File: src/core/llc_pkg.sv
// constants, field positions and timing counts for the loopback control block
// assumes a single 100 MHz clock and 32-bit APB register access
//
// What this block does
// - analog loop: tx line output into rx input
// - analog loop forces remote and digital off
// - analog: rx pattern wins, AIS generation off
// - manual remote bit enters remote loopback
// - auto remote on rx codes over 5.1s
// - clearing auto bit ends automatic loopback
// - status bit shows automatic loopback active
// - remote: recovered rx data drives shaper
// - remote: tx detectors still watch system data
// - remote: rx pattern over AIS, tx AIS off
// - manual digital bit enters digital loopback
// - auto digital on tx codes over 5.1s
// - digital: tx data feeds decoder, line kept
// - digital: tx pattern, data, then AIS
// - dual only with manual remote loop
// - dual: both streams loop, none pass through
// - dual: detectors split line, looped, system
// - manual dual: tx looped data over pattern
// - auto dual: tx pattern and all AIS off

package llc_pkg;

  // ---------------------------------------------------------------
  // register map
  // ---------------------------------------------------------------
  localparam logic [11:0] LOOP_CTRL_OFS = 12'h000; // loopback control word
  localparam logic [11:0] PD_CFG_OFS    = 12'h004; // pattern detect config
  localparam logic [11:0] STATUS_OFS    = 12'h008; // channel status

  // ---------------------------------------------------------------
  // field positions
  // ---------------------------------------------------------------
  localparam int ANALOG_BIT   = 0; // analog loop enable
  localparam int REMOTE_BIT   = 1; // manual remote loop enable
  localparam int DIGITAL_BIT  = 2; // manual digital loop enable
  localparam int AUTO_BIT     = 3; // auto loop enable
  localparam int PATTERN_DETECT_POSITION_BIT   = 3; // 0 rx path, 1 tx path
  localparam int ST_ANA_BIT   = 4; // effective analog loop
  localparam int ST_REM_BIT   = 5; // effective remote loop
  localparam int ST_DIG_BIT   = 6; // effective digital loop
  localparam int ST_AUTO_BIT  = 7; // automatic loop active

  // ---------------------------------------------------------------
  // reset values
  // ---------------------------------------------------------------
  localparam logic [3:0] LOOP_CTRL_RST = 4'h0; // all loops off
  localparam logic       PATTERN_DETECT_POSITION_RST    = 1'b0; // detector in rx path

  // ---------------------------------------------------------------
  // timing
  // ---------------------------------------------------------------
  localparam int CLK_KHZ        = 100000; // system clock rate
  localparam int PERSIST_MS     = 5100;   // code persistence time
  localparam int PERSIST_CYCLES = PERSIST_MS * CLK_KHZ; // exact cycle count, no rounding

  // automatic loop state, one-hot
  typedef enum logic [2:0] {
    AL_OFF     = 3'h1,
    AL_REMOTE  = 3'h2,
    AL_DIGITAL = 3'h4
  } llc_auto_e;

endpackage

File: src/core/llc_loopback_ctrl.sv
// per-channel loopback selection, datapath steering and diagnostic priority
// assumes all stream inputs are one bit per line-clock cycle on sys_clk,
// detector levels are synchronous, and an APB master drives the registers
//
// Chosen here: the APB interface to the registers and the placing of the registers.
`timescale 1ns/1ps
`default_nettype none

module llc_loopback_ctrl #(
  parameter logic [31:0] PERSIST_CYC = 32'(llc_pkg::PERSIST_CYCLES)
) (
  input  wire logic        sys_clk,
  input  wire logic        reset_n,
  // apb slave
  input  wire logic        psel,
  input  wire logic        penable,
  input  wire logic        pwrite,
  input  wire logic [11:0] paddr,
  input  wire logic [31:0] pwdata,
  output logic      [31:0] prdata,
  output logic             pready,
  output logic             pslverr,
  // in-band code detection levels
  input  wire logic        ib_act_rx,
  input  wire logic        ib_deact_rx,
  input  wire logic        ib_act_tx,
  input  wire logic        ib_deact_tx,
  // data streams
  input  wire logic        line_rx_data,
  input  wire logic        rx_ja_data,
  input  wire logic        rx_dec_data,
  input  wire logic        tx_ja_data,
  input  wire logic        rx_pattern,
  input  wire logic        tx_pattern,
  // diagnostic requests
  input  wire logic        rx_pgen_req,
  input  wire logic        tx_pgen_req,
  input  wire logic        rx_ais_req,
  input  wire logic        tx_ais_req,
  // steering outputs
  output logic             shaper_data,
  output logic             decoder_data,
  output logic             sys_rx_data,
  output logic             analog_loop_sw,
  output logic             tx_clk_ignore,
  output logic             rx_det_looped,
  output logic             pattern_detect_position,
  output logic             auto_loop_active
);
  import llc_pkg::*;

  // ---------------------------------------------------------------
  // helpers
  // ---------------------------------------------------------------
  // three-level priority select
  function automatic logic prio3(input logic hi_on, input logic hi,
                                 input logic mid_on, input logic mid,
                                 input logic base);
    begin
      prio3 = hi_on ? hi : (mid_on ? mid : base);
    end
  endfunction

  // ---------------------------------------------------------------
  // apb slave
  // ---------------------------------------------------------------
  logic [3:0]  loop_ctrl_q;  // control bits
  logic        pattern_detect_position_q;     // pattern detect position
  logic        pready_q;     // access answer
  logic [31:0] prdata_q;     // read data
  logic        pslverr_q;    // unmapped address
  logic        access;       // access phase
  logic        commit;       // edge where transfer ends
  logic        hit_ctrl;     // control word decode
  logic        hit_pd;       // config word decode
  logic        hit_stat;     // status word decode
  logic        mapped;       // any register hit
  logic [31:0] rd_mux;       // read selection
  logic [31:0] status_word;  // live status

  assign access   = psel && penable;
  assign commit   = access && pready_q;
  assign hit_ctrl = (paddr == LOOP_CTRL_OFS);
  assign hit_pd   = (paddr == PD_CFG_OFS);
  assign hit_stat = (paddr == STATUS_OFS);
  assign mapped   = hit_ctrl || hit_pd || hit_stat;
  assign rd_mux   = hit_ctrl ? {28'h0, loop_ctrl_q} :
                    hit_pd   ? {28'h0, pattern_detect_position_q, 3'h0} :
                    hit_stat ? status_word : 32'h0000_0000;

  // one wait state, answer registered
  always_ff @(posedge sys_clk or negedge reset_n)
  begin
    if (!reset_n)
    begin
      pready_q  <= 1'b0;
      prdata_q  <= 32'h0000_0000;
      pslverr_q <= 1'b0;
    end
    else
    begin
      pready_q  <= access && !pready_q;
      prdata_q  <= (access && !pready_q && !pwrite) ? rd_mux : prdata_q;
      pslverr_q <= access && !pready_q && !mapped;
    end
  end

  // register writes at the completing edge
  always_ff @(posedge sys_clk or negedge reset_n)
  begin
    if (!reset_n)
    begin
      loop_ctrl_q <= LOOP_CTRL_RST;
      pattern_detect_position_q    <= PATTERN_DETECT_POSITION_RST;
    end
    else if (commit && pwrite)
    begin
      if (hit_ctrl)
        loop_ctrl_q <= pwdata[3:0];
      if (hit_pd)
        pattern_detect_position_q <= pwdata[PATTERN_DETECT_POSITION_BIT];
    end
  end

  assign prdata  = prdata_q;
  assign pready  = pready_q;
  assign pslverr = pslverr_q;

  // ---------------------------------------------------------------
  // control decode
  // ---------------------------------------------------------------
  logic ana_en;   // analog bit
  logic rem_en;   // manual remote bit
  logic dig_en;   // manual digital bit
  logic auto_en;  // auto loop bit

  assign ana_en  = loop_ctrl_q[ANALOG_BIT];
  assign rem_en  = loop_ctrl_q[REMOTE_BIT];
  assign dig_en  = loop_ctrl_q[DIGITAL_BIT];
  assign auto_en = loop_ctrl_q[AUTO_BIT];

  // ---------------------------------------------------------------
  // code persistence
  // ---------------------------------------------------------------
  logic act_det;    // activate code at selected position
  logic deact_det;  // deactivate code at selected position
  logic act_qual;   // activate held long enough
  logic deact_qual; // deactivate held long enough

  // detector follows the configured path; software holds it steady
  assign act_det   = pattern_detect_position_q ? ib_act_tx : ib_act_rx;
  assign deact_det = pattern_detect_position_q ? ib_deact_tx : ib_deact_rx;

  llc_persist_qual #(
    .LIMIT     (PERSIST_CYC)
  ) u_act_qual (
    .sys_clk   (sys_clk),
    .reset_n   (reset_n),
    .enable    (auto_en),
    .det       (act_det),
    .qualified (act_qual)
  );

  llc_persist_qual #(
    .LIMIT     (PERSIST_CYC)
  ) u_deact_qual (
    .sys_clk   (sys_clk),
    .reset_n   (reset_n),
    .enable    (auto_en),
    .det       (deact_det),
    .qualified (deact_qual)
  );

  // ---------------------------------------------------------------
  // automatic loop state
  // ---------------------------------------------------------------
  llc_auto_e st_q;  // current state
  llc_auto_e st_d;  // next state

  // entry, exit and forced termination
  always_comb
  begin
    st_d = st_q;
    unique case (st_q)
      AL_OFF:
      begin
        if (auto_en && !ana_en && !pattern_detect_position_q && !dig_en && act_qual)
          st_d = AL_REMOTE;
        else if (auto_en && !ana_en && pattern_detect_position_q && act_qual)
          st_d = AL_DIGITAL;
      end
      AL_REMOTE:
      begin
        // auto bit cleared, analog set, or digital loop takes the detector
        if (!auto_en || ana_en || dig_en || deact_qual)
          st_d = AL_OFF;
      end
      AL_DIGITAL:
      begin
        if (!auto_en || ana_en || deact_qual)
          st_d = AL_OFF;
      end
      default:
        st_d = AL_OFF;
    endcase
  end

  // state register
  always_ff @(posedge sys_clk or negedge reset_n)
  begin
    if (!reset_n)
      st_q <= AL_OFF;
    else
      st_q <= st_d;
  end

  // ---------------------------------------------------------------
  // effective loop modes
  // ---------------------------------------------------------------
  logic ana_d;    // analog loop
  logic rem_d;    // remote loop, manual or automatic
  logic dig_d;    // digital loop, manual or automatic
  logic adig_d;   // digital loop is automatic
  logic dual_d;   // both remote and digital

  assign ana_d  = ana_en;
  assign rem_d  = !ana_en && (rem_en || (st_q == AL_REMOTE));
  assign dig_d  = !ana_en && (dig_en || (st_q == AL_DIGITAL));
  assign adig_d = !ana_en && !dig_en && (st_q == AL_DIGITAL);
  assign dual_d = rem_d && dig_d;

  // ---------------------------------------------------------------
  // diagnostic permissions
  // ---------------------------------------------------------------
  logic rx_ais_ok;    // rx AIS generation allowed
  logic tx_ais_ok;    // tx AIS generation allowed
  logic tx_pgen_ok;   // tx pattern generation allowed
  logic tx_pgen_top;  // tx pattern beats looped data

  assign rx_ais_ok   = !ana_d && !dig_d;
  assign tx_ais_ok   = !ana_d && !rem_d && !dig_d;
  assign tx_pgen_ok  = !(dual_d && adig_d);
  assign tx_pgen_top = !dual_d;

  // ---------------------------------------------------------------
  // stream steering
  // ---------------------------------------------------------------
  logic tx_src;     // tx data before diagnostics
  logic tx_mid;     // tx after AIS stage
  logic shaper_d;   // to waveform shaper
  logic dec_d;      // to receive decoder
  logic sys_rx_d;   // to system side
  logic shaper_q;   // shaper stream, fed back under analog loop

  // remote takes recovered rx data, system tx data discarded
  assign tx_src = rem_d ? rx_ja_data : tx_ja_data;
  // AIS sits below data whenever a loop is up
  assign tx_mid = prio3(1'b0, 1'b0, tx_ais_ok && tx_ais_req, 1'b1, tx_src);
  // any dual loop sends looped rx data, pattern never wins; otherwise pattern first
  assign shaper_d = tx_pgen_top
                  ? prio3(tx_pgen_ok && tx_pgen_req, tx_pattern, 1'b0, 1'b0, tx_mid)
                  : tx_src;
  // decoder input: digital loop, analog loop, or line
  assign dec_d = dig_d ? tx_ja_data : (ana_d ? shaper_q : line_rx_data);
  // receive pattern always first; AIS only outside analog and digital
  assign sys_rx_d = prio3(rx_pgen_req, rx_pattern, rx_ais_ok && rx_ais_req, 1'b1,
                          rx_dec_data);

  // ---------------------------------------------------------------
  // output registers
  // ---------------------------------------------------------------
  logic dec_q;        // decoder stream
  logic sys_rx_q;     // system rx stream
  logic ana_q;        // analog switch
  logic rem_q;        // remote loop up
  logic dig_q;        // digital loop up
  logic pd_out_q;     // detect position
  logic auto_act_q;   // automatic loop active

  // registered outputs
  always_ff @(posedge sys_clk or negedge reset_n)
  begin
    if (!reset_n)
    begin
      shaper_q   <= 1'b0;
      dec_q      <= 1'b0;
      sys_rx_q   <= 1'b0;
      ana_q      <= 1'b0;
      rem_q      <= 1'b0;
      dig_q      <= 1'b0;
      pd_out_q   <= 1'b0;
      auto_act_q <= 1'b0;
    end
    else
    begin
      shaper_q   <= shaper_d;
      dec_q      <= dec_d;
      sys_rx_q   <= sys_rx_d;
      ana_q      <= ana_d;
      rem_q      <= rem_d;
      dig_q      <= dig_d;
      pd_out_q   <= pattern_detect_position_q;
      auto_act_q <= (st_q != AL_OFF);
    end
  end

  assign shaper_data             = shaper_q;
  assign decoder_data            = dec_q;
  assign sys_rx_data             = sys_rx_q;
  assign analog_loop_sw          = ana_q;
  assign tx_clk_ignore           = rem_q;
  // code detectors see looped data only under digital loop
  assign rx_det_looped           = dig_q;
  // tx detectors are wired to the system input in every mode
  assign pattern_detect_position = pd_out_q;
  assign auto_loop_active        = auto_act_q;

  // status word, unused bits read zero
  assign status_word = {24'h0, auto_act_q, dig_q, rem_q, ana_q, 4'h0};

  // ---------------------------------------------------------------
  // checks
  // ---------------------------------------------------------------
  a_analog_excl: assert property (@(posedge sys_clk) disable iff (!reset_n)
    analog_loop_sw |-> !rem_q && !dig_q)
    else $error("loop active alongside analog loop");

  a_manual_remote: assert property (@(posedge sys_clk) disable iff (!reset_n)
    (rem_en && !ana_en) |=> rem_q)
    else $error("manual remote loop not entered");

  a_manual_digital: assert property (@(posedge sys_clk) disable iff (!reset_n)
    (dig_en && !ana_en) |=> dig_q)
    else $error("manual digital loop not entered");

  a_auto_remote_in: assert property (@(posedge sys_clk) disable iff (!reset_n)
    (st_q == AL_OFF && auto_en && !ana_en && !pattern_detect_position_q && !dig_en && act_qual)
    |=> (st_q == AL_REMOTE) ##1 rem_q)
    else $error("automatic remote loop not entered");

  a_auto_stop: assert property (@(posedge sys_clk) disable iff (!reset_n)
    (st_q != AL_OFF && !auto_en) |=> (st_q == AL_OFF) ##1 !auto_loop_active)
    else $error("automatic loop survived auto bit clear");

  a_no_auto_rem: assert property (@(posedge sys_clk) disable iff (!reset_n)
    (st_q == AL_REMOTE && dig_en) |=> (st_q != AL_REMOTE))
    else $error("automatic remote loop kept under digital loop");

  a_remote_route: assert property (@(posedge sys_clk) disable iff (!reset_n)
    (rem_d && !tx_pgen_req) |=> (shaper_data == $past(rx_ja_data)))
    else $error("remote loop did not feed recovered data to shaper");

  a_digital_route: assert property (@(posedge sys_clk) disable iff (!reset_n)
    dig_d |=> (decoder_data == $past(tx_ja_data)) && rx_det_looped)
    else $error("digital loop did not feed tx data to decoder");

  a_dual_tx_wins: assert property (@(posedge sys_clk) disable iff (!reset_n)
    (dual_d && !adig_d && tx_pgen_req) |=> (shaper_data == $past(rx_ja_data)))
    else $error("pattern overrode looped data in manual dual loop");

  a_ais_blocked: assert property (@(posedge sys_clk) disable iff (!reset_n)
    (ana_d && !rx_pgen_req && rx_ais_req) |=> (sys_rx_data == $past(rx_dec_data)))
    else $error("rx AIS generated during analog loop");

endmodule

`default_nettype wire

File: src/core/llc_persist_qual.sv
// persistence qualifier for one in-band code detection level
// assumes det is synchronous to sys_clk and held while the code is seen
`timescale 1ns/1ps
`default_nettype none

module llc_persist_qual #(
  parameter logic [31:0] LIMIT = 32'h1E65_FB80
) (
  input  wire logic sys_clk,
  input  wire logic reset_n,
  input  wire logic enable,   // qualification allowed
  input  wire logic det,      // raw code detection level
  output logic      qualified // code held past the limit
);

  // ---------------------------------------------------------------
  // counter
  // ---------------------------------------------------------------
  logic [31:0] cnt_q;   // cycles with detection held
  logic [31:0] cnt_d;   // next count
  logic        qual_q;  // qualified flag
  logic        qual_d;  // next flag
  logic        at_lim;  // limit reached

  assign at_lim = (cnt_q >= LIMIT);
  // restart whenever the code drops or loop is not armed
  assign cnt_d  = (!det || !enable) ? 32'h0000_0000 : (at_lim ? cnt_q : cnt_q + 32'h1);
  assign qual_d = det && enable && at_lim;
  assign qualified = qual_q;

  // count register
  always_ff @(posedge sys_clk or negedge reset_n)
  begin
    if (!reset_n)
    begin
      cnt_q  <= 32'h0000_0000;
      qual_q <= 1'b0;
    end
    else
    begin
      cnt_q  <= cnt_d;
      qual_q <= qual_d;
    end
  end

  // ---------------------------------------------------------------
  // checks
  // ---------------------------------------------------------------
  a_count_restart: assert property (@(posedge sys_clk) disable iff (!reset_n)
    !det |=> (cnt_q == 32'h0000_0000) && !qualified)
    else $error("persistence count did not restart");

endmodule

`default_nettype wire

File: config.mk
export PLATFORM = sky130hd
export DESIGN_NAME = llc_loopback_ctrl
export DESIGN_NICKNAME = d
export VERILOG_FILES = /design/src/core/llc_pkg.sv /design/src/core/llc_loopback_ctrl.sv /design/src/core/llc_persist_qual.sv
export SDC_FILE = /design/constraint.sdc
export NUM_CORES = 1
export LEC_CHECK = 0
export BUFFER_PORTS_ARGS = -buffer_cell sky130_fd_sc_hd__buf_4
export CAP_MARGIN = 25
export CELL_PAD_IN_SITES_DETAIL_PLACEMENT = 1
export CELL_PAD_IN_SITES_GLOBAL_PLACEMENT = 2
export CORE_MARGIN = 5
export CORE_UTILIZATION = 35
export CTS_BUF_LIST = sky130_fd_sc_hd__clkbuf_4
export CTS_CLUSTER_SIZE = 24
export DETAILED_ROUTE_END_ITERATION = 8
export PLACE_DENSITY_LB_ADDON = 0.08
export SLEW_MARGIN = 20
export SYNTH_ARGS = -nofsm -noshare
export SYNTH_HDL_FRONTEND = slang
export SYNTH_SLANG_ARGS = --single-unit
File: constraint.sdc
create_clock -name sys_clk -period 2.3 [get_ports sys_clk]
set_clock_uncertainty 0.1 [all_clocks]
set_input_delay 0.23 -clock sys_clk [delete_from_list [all_inputs] [get_ports sys_clk]]
set_output_delay 0.23 -clock sys_clk [all_outputs]
set_load 0.03 [all_outputs]
==> run summary <==
The transition time of the tightest slew-check pin came out at 0.878 ns. The final antenna-violating net count is 0. The worst-case headroom to the max-slew limit is 39.9%. The count of endpoints failing setup in the final report came out at 0. Synthesis inferred 92 register bits. The total number of clock tree sinks is 92. The largest driver fanout on the critical path came out at 8. The count of endpoints failing hold in the final timing report came out at 0.

The worst setup slack before clock tree synthesis came out at -0.00796 ns. In the routed design, unresolved DRC markers number 0. The detailed-routing wirelength on met1 is 5.98 mm.

The number of antenna violations at the first check in global routing was 0. Once the floorplan was initialized, standard cells occupied 35.3% of the core. Synthesis handed over a netlist of 510 instances. The worst path meets setup with 0.107 ns of slack. The wire length per cell after detailed routing is 16.2 um.

The site row count is 43. STA classifies the critical path startpoint as a flop. Using the TritonRoute via totals, the vias-per-cell ratio works out to 5.40. The sequential share of the synthesized area came out at 47.3%. The pin count of the biggest net entering global routing is 43. Wires add up to 12.9 mm. The number of H-tree levels came out at 3. The worst hold path class is primary input to flop.

The leakage component of the power came out at 2.47 nW. In this design, the stage delay of the slowest critical-path cell is 0.48 ns. The placer congestion estimate came out at 0.774. The count of buffers inserted at the top-level ports came out at 52. The highest attainable clock frequency came out at 0.456 GHz. CTS placed an instance of clkbuf_4 at the clock tree root. The area of the die is 0.0164 mm^2. The average cell area after synthesis is 9.55 um^2. The number of optimization iterations in the first detailed-route pass came out at 4.

The via count of the first global-routing pass is 4461. The via count is 4301. TritonCTS built the clock tree.

The global-route wire length before repair came out at 21.7 mm. Detailed routing placed a total of 6.30 mm of wire on met2. The total inserted antenna cells is 0. The remaining global-route overflow came out at 0.

The run finished with clean final reports. After clock tree synthesis, the clock-pin slew on the worst setup and hold paths is 0.13 ns. TritonCTS created 9 clock buffers.

Across every metal layer, demand over resource in global routing totals 16.1%. After detailed routing, no signal wire sits above met4. The detailed-placement wirelength estimate is 9.25 mm. Among cell families on the critical path, the largest total delay comes from compound AO/OA/AOI/OAI gates. By area the synthesized netlist is led by dfrtp_1 47%, a21oi_1 5.3%, or3_1 4.8%. The growth of design area from synthesis to finish came out at 23.2%. After synthesis the cells add up to 0.00487 mm^2. Once layout is complete, the cells apart from fillers number 796. For the worst setup path, the data required time is 2.59 ns. The share of the clock period used by the worst path is 95.3%. The latest clock arrival within the worst-skew pair came out at 0.47 ns. The critical path buffer and inverter count came out at 1. The boundary pin count is 105.

The net count of the finished layout is 678. The number of library cell types mapped by synthesis is 61. In the synthesized netlist the async set-or-reset flop fraction comes to 100%. The portion of synthesized cell area occupied by the leading cell type is 46.8%. The critical path goes through nor4_4 -> a211oi_4 -> a211o_4 -> buf_4 -> or3_1 -> a21oi_1. The fraction of layout cells with a size suffix above 1 came out at 23.1%. The number of design-rule violations left by the first detailed-router iteration is 218.

The vertical die dimension is 128 um. Power comes to 2.61 mW. The post-route worst hold slack is 0.0391 ns. At the end of the flow the core is filled with cells to 43.5%.

After floorplanning, the core was sized to cover 0.0138 mm^2. The total power density per cell area is 435 mW/mm^2. Of all cell types, the one taking the most synthesized area is dfrtp_1. The most instantiated flip-flop cell in the synthesis netlist is dfrtp_1. The worst path arrival time came out at 2.48 ns.

The count of warnings emitted by yosys came out at 0. The startpoint-to-endpoint class of the critical path is flop to flop. The x dimension of the die came out at 128 um. The worst setup path is captured at a flop. Yosys mapped a number of flops with a built-in enable equal to 0.

Including well taps, the total number of placed cells is 757. The peak supply drop came out at 0.000208 V. The maximum count of clock buffers along a single path is 2.

The clock period minus final worst setup slack came out at 2.19 ns. The cell with the biggest individual delay on the critical path is dfrtp_2. The count of pins over their slew limit came to 0. In the detailed route, the total length drawn on met3 is 471 um.

The reported max-cap violation count is 0.
[cells by family (layout without fill, tap and decap cells)]
kind of cell             Yosys count  after routing  share of synthesized area, %
flip-flops                        92             92                          47.3
adder cells (fa/ha/maj)            4              4                          1.03
other                              1             24                        0.0770
AO/OA/AOI/OAI                    139            140                          18.1
AND/OR/NAND/NOR                  208            208                          24.2
XOR/XNOR                           3              3                         0.540
buffers and inverters             53            135                          6.45
multiplexers                      10             10                          2.24
[state kept, by name, summed over array words and instances (netlist names)]
| register | cells |
|---|---|
| tx_clk_ignore | 1 |
| sys_rx_data | 1 |
| st_q | 3 |
| pattern_detect_position | 1 |
| rx_det_looped | 1 |
| pslverr | 1 |
| auto_loop_active | 1 |
| shaper_data | 1 |
| prdata | 8 |
| pattern_detect_position_q | 1 |
| pready | 1 |
| u_deact_qual.cnt_q | 32 |
| decoder_data | 1 |
| loop_ctrl_q | 4 |
| u_act_qual.qualified | 1 |
| analog_loop_sw | 1 |
| u_act_qual.cnt_q | 32 |
| u_deact_qual.qualified | 1 |
[final timing paths]
| kind | startpoint | end | slack (ns) | cells after the start |
|---|---|---|---|---|
| worst max-delay path | u_act_qual.cnt_q[24] | u_act_qual.cnt_q[23] | 0.11 | 6 |
| worst min-delay path | tx_ja_data | shaper_data | 0.04 | 3 |
| worst max register to register | u_act_qual.cnt_q[24] | u_act_qual.cnt_q[23] | 0.11 | 6 |
| worst min register to register | u_act_qual.cnt_q[28] | u_act_qual.cnt_q[28] | 0.40 | 2 |
| max in group asynchronous | reset_n | pready | 1.33 | 3 |
| min in group asynchronous | reset_n | u_deact_qual.cnt_q[2] | 0.14 | 2 |
[through the flow]
stage | instance area (um^2) | setup TNS (ns)
global placement | 5560 | 0
floorplan | 4950 | 0
global route | 6000 | -0.00368
detailed placement | 5560 | -0.0155
finish | 6000 | 0
CTS | 5850 | -0.000800
[layout make-up]
class	count	area, um^2
well taps	180	225
flip-flops and latches	92	2310
fillers	1619	7780
multi-input cells	389	2450
inverters	13	48.8
repair buffers	106	861
clock inverters	6	31.3
clock buffers	10	75.1
[synth_stat cells, types with 2 or more instances]
cell type  instances
and2_1             2
a211o_2            2
a22o_1             9
mux2i_1            3
buf_4             25
inv_1             13
mux2_2             7
and4_1             2
o211ai_1           2
a2111oi_0          2
nor3_2             3
xor2_1             2
nor2_1            26
nor4_1             3
clkbuf_1           8
nand2b_1           7
dfrtp_1           91
a211oi_1           5
or4_1              9
nand3b_1           2
nand3_1           16
a31o_2             3
nand4_1           19
o31ai_1           10
or3_1             37
a21oi_1           52
or2_2              2
nor4_2             4
nor3_1             9
and3_1            13
o21ai_1           16
buf_2              5
a41o_1             2
ha_1               4
buf_6              2
a31oi_1            4
o21ai_0           20
nand2_1           46
[tightest hold or removal path: cells and delay by family]
family,cells,cell delay (ns)
AOI/OAI and AO/OA,2,0.24
buffers and inverters,1,0.08
[metal layers]
layer  GRT usage (%)  vias to the layer above
met5               0                        -
met4            4.37                        0
met3            3.83                       14
met2            27.4                       62
met1            20.6                     2168
li1                -                     2057
[power by group]
part	internal (mW)	switching [mW]	leakage [nW]	total, mW
sequential	1.62	0.00274	1.27	1.63
clock	0.222	0.561	0.0549	0.783
combinational	0.0727	0.125	1.15	0.198
[what timing repair did]
action                                 4_1_cts  5_1_grt
resized for setup                            3       16
buffers inserted                             0        6
gates cloned                                 0        1
hold buffers                                16        0
endpoints found under the hold margin       74        0
pin swaps                                    0        4
setup endpoints to repair                    9       39
[cell usage in the layout (no fill, tap or decap), types with 19 or more instances in the layout]
master and instances:
nand2_1 46, conb_1 24, nor2_1 26, or3_1 37, dfrtp_1 87, nand4_1 19
a21oi_1 52, buf_4 88, o21ai_0 20
No activity file was read; power rests on OpenSTA's default activity.
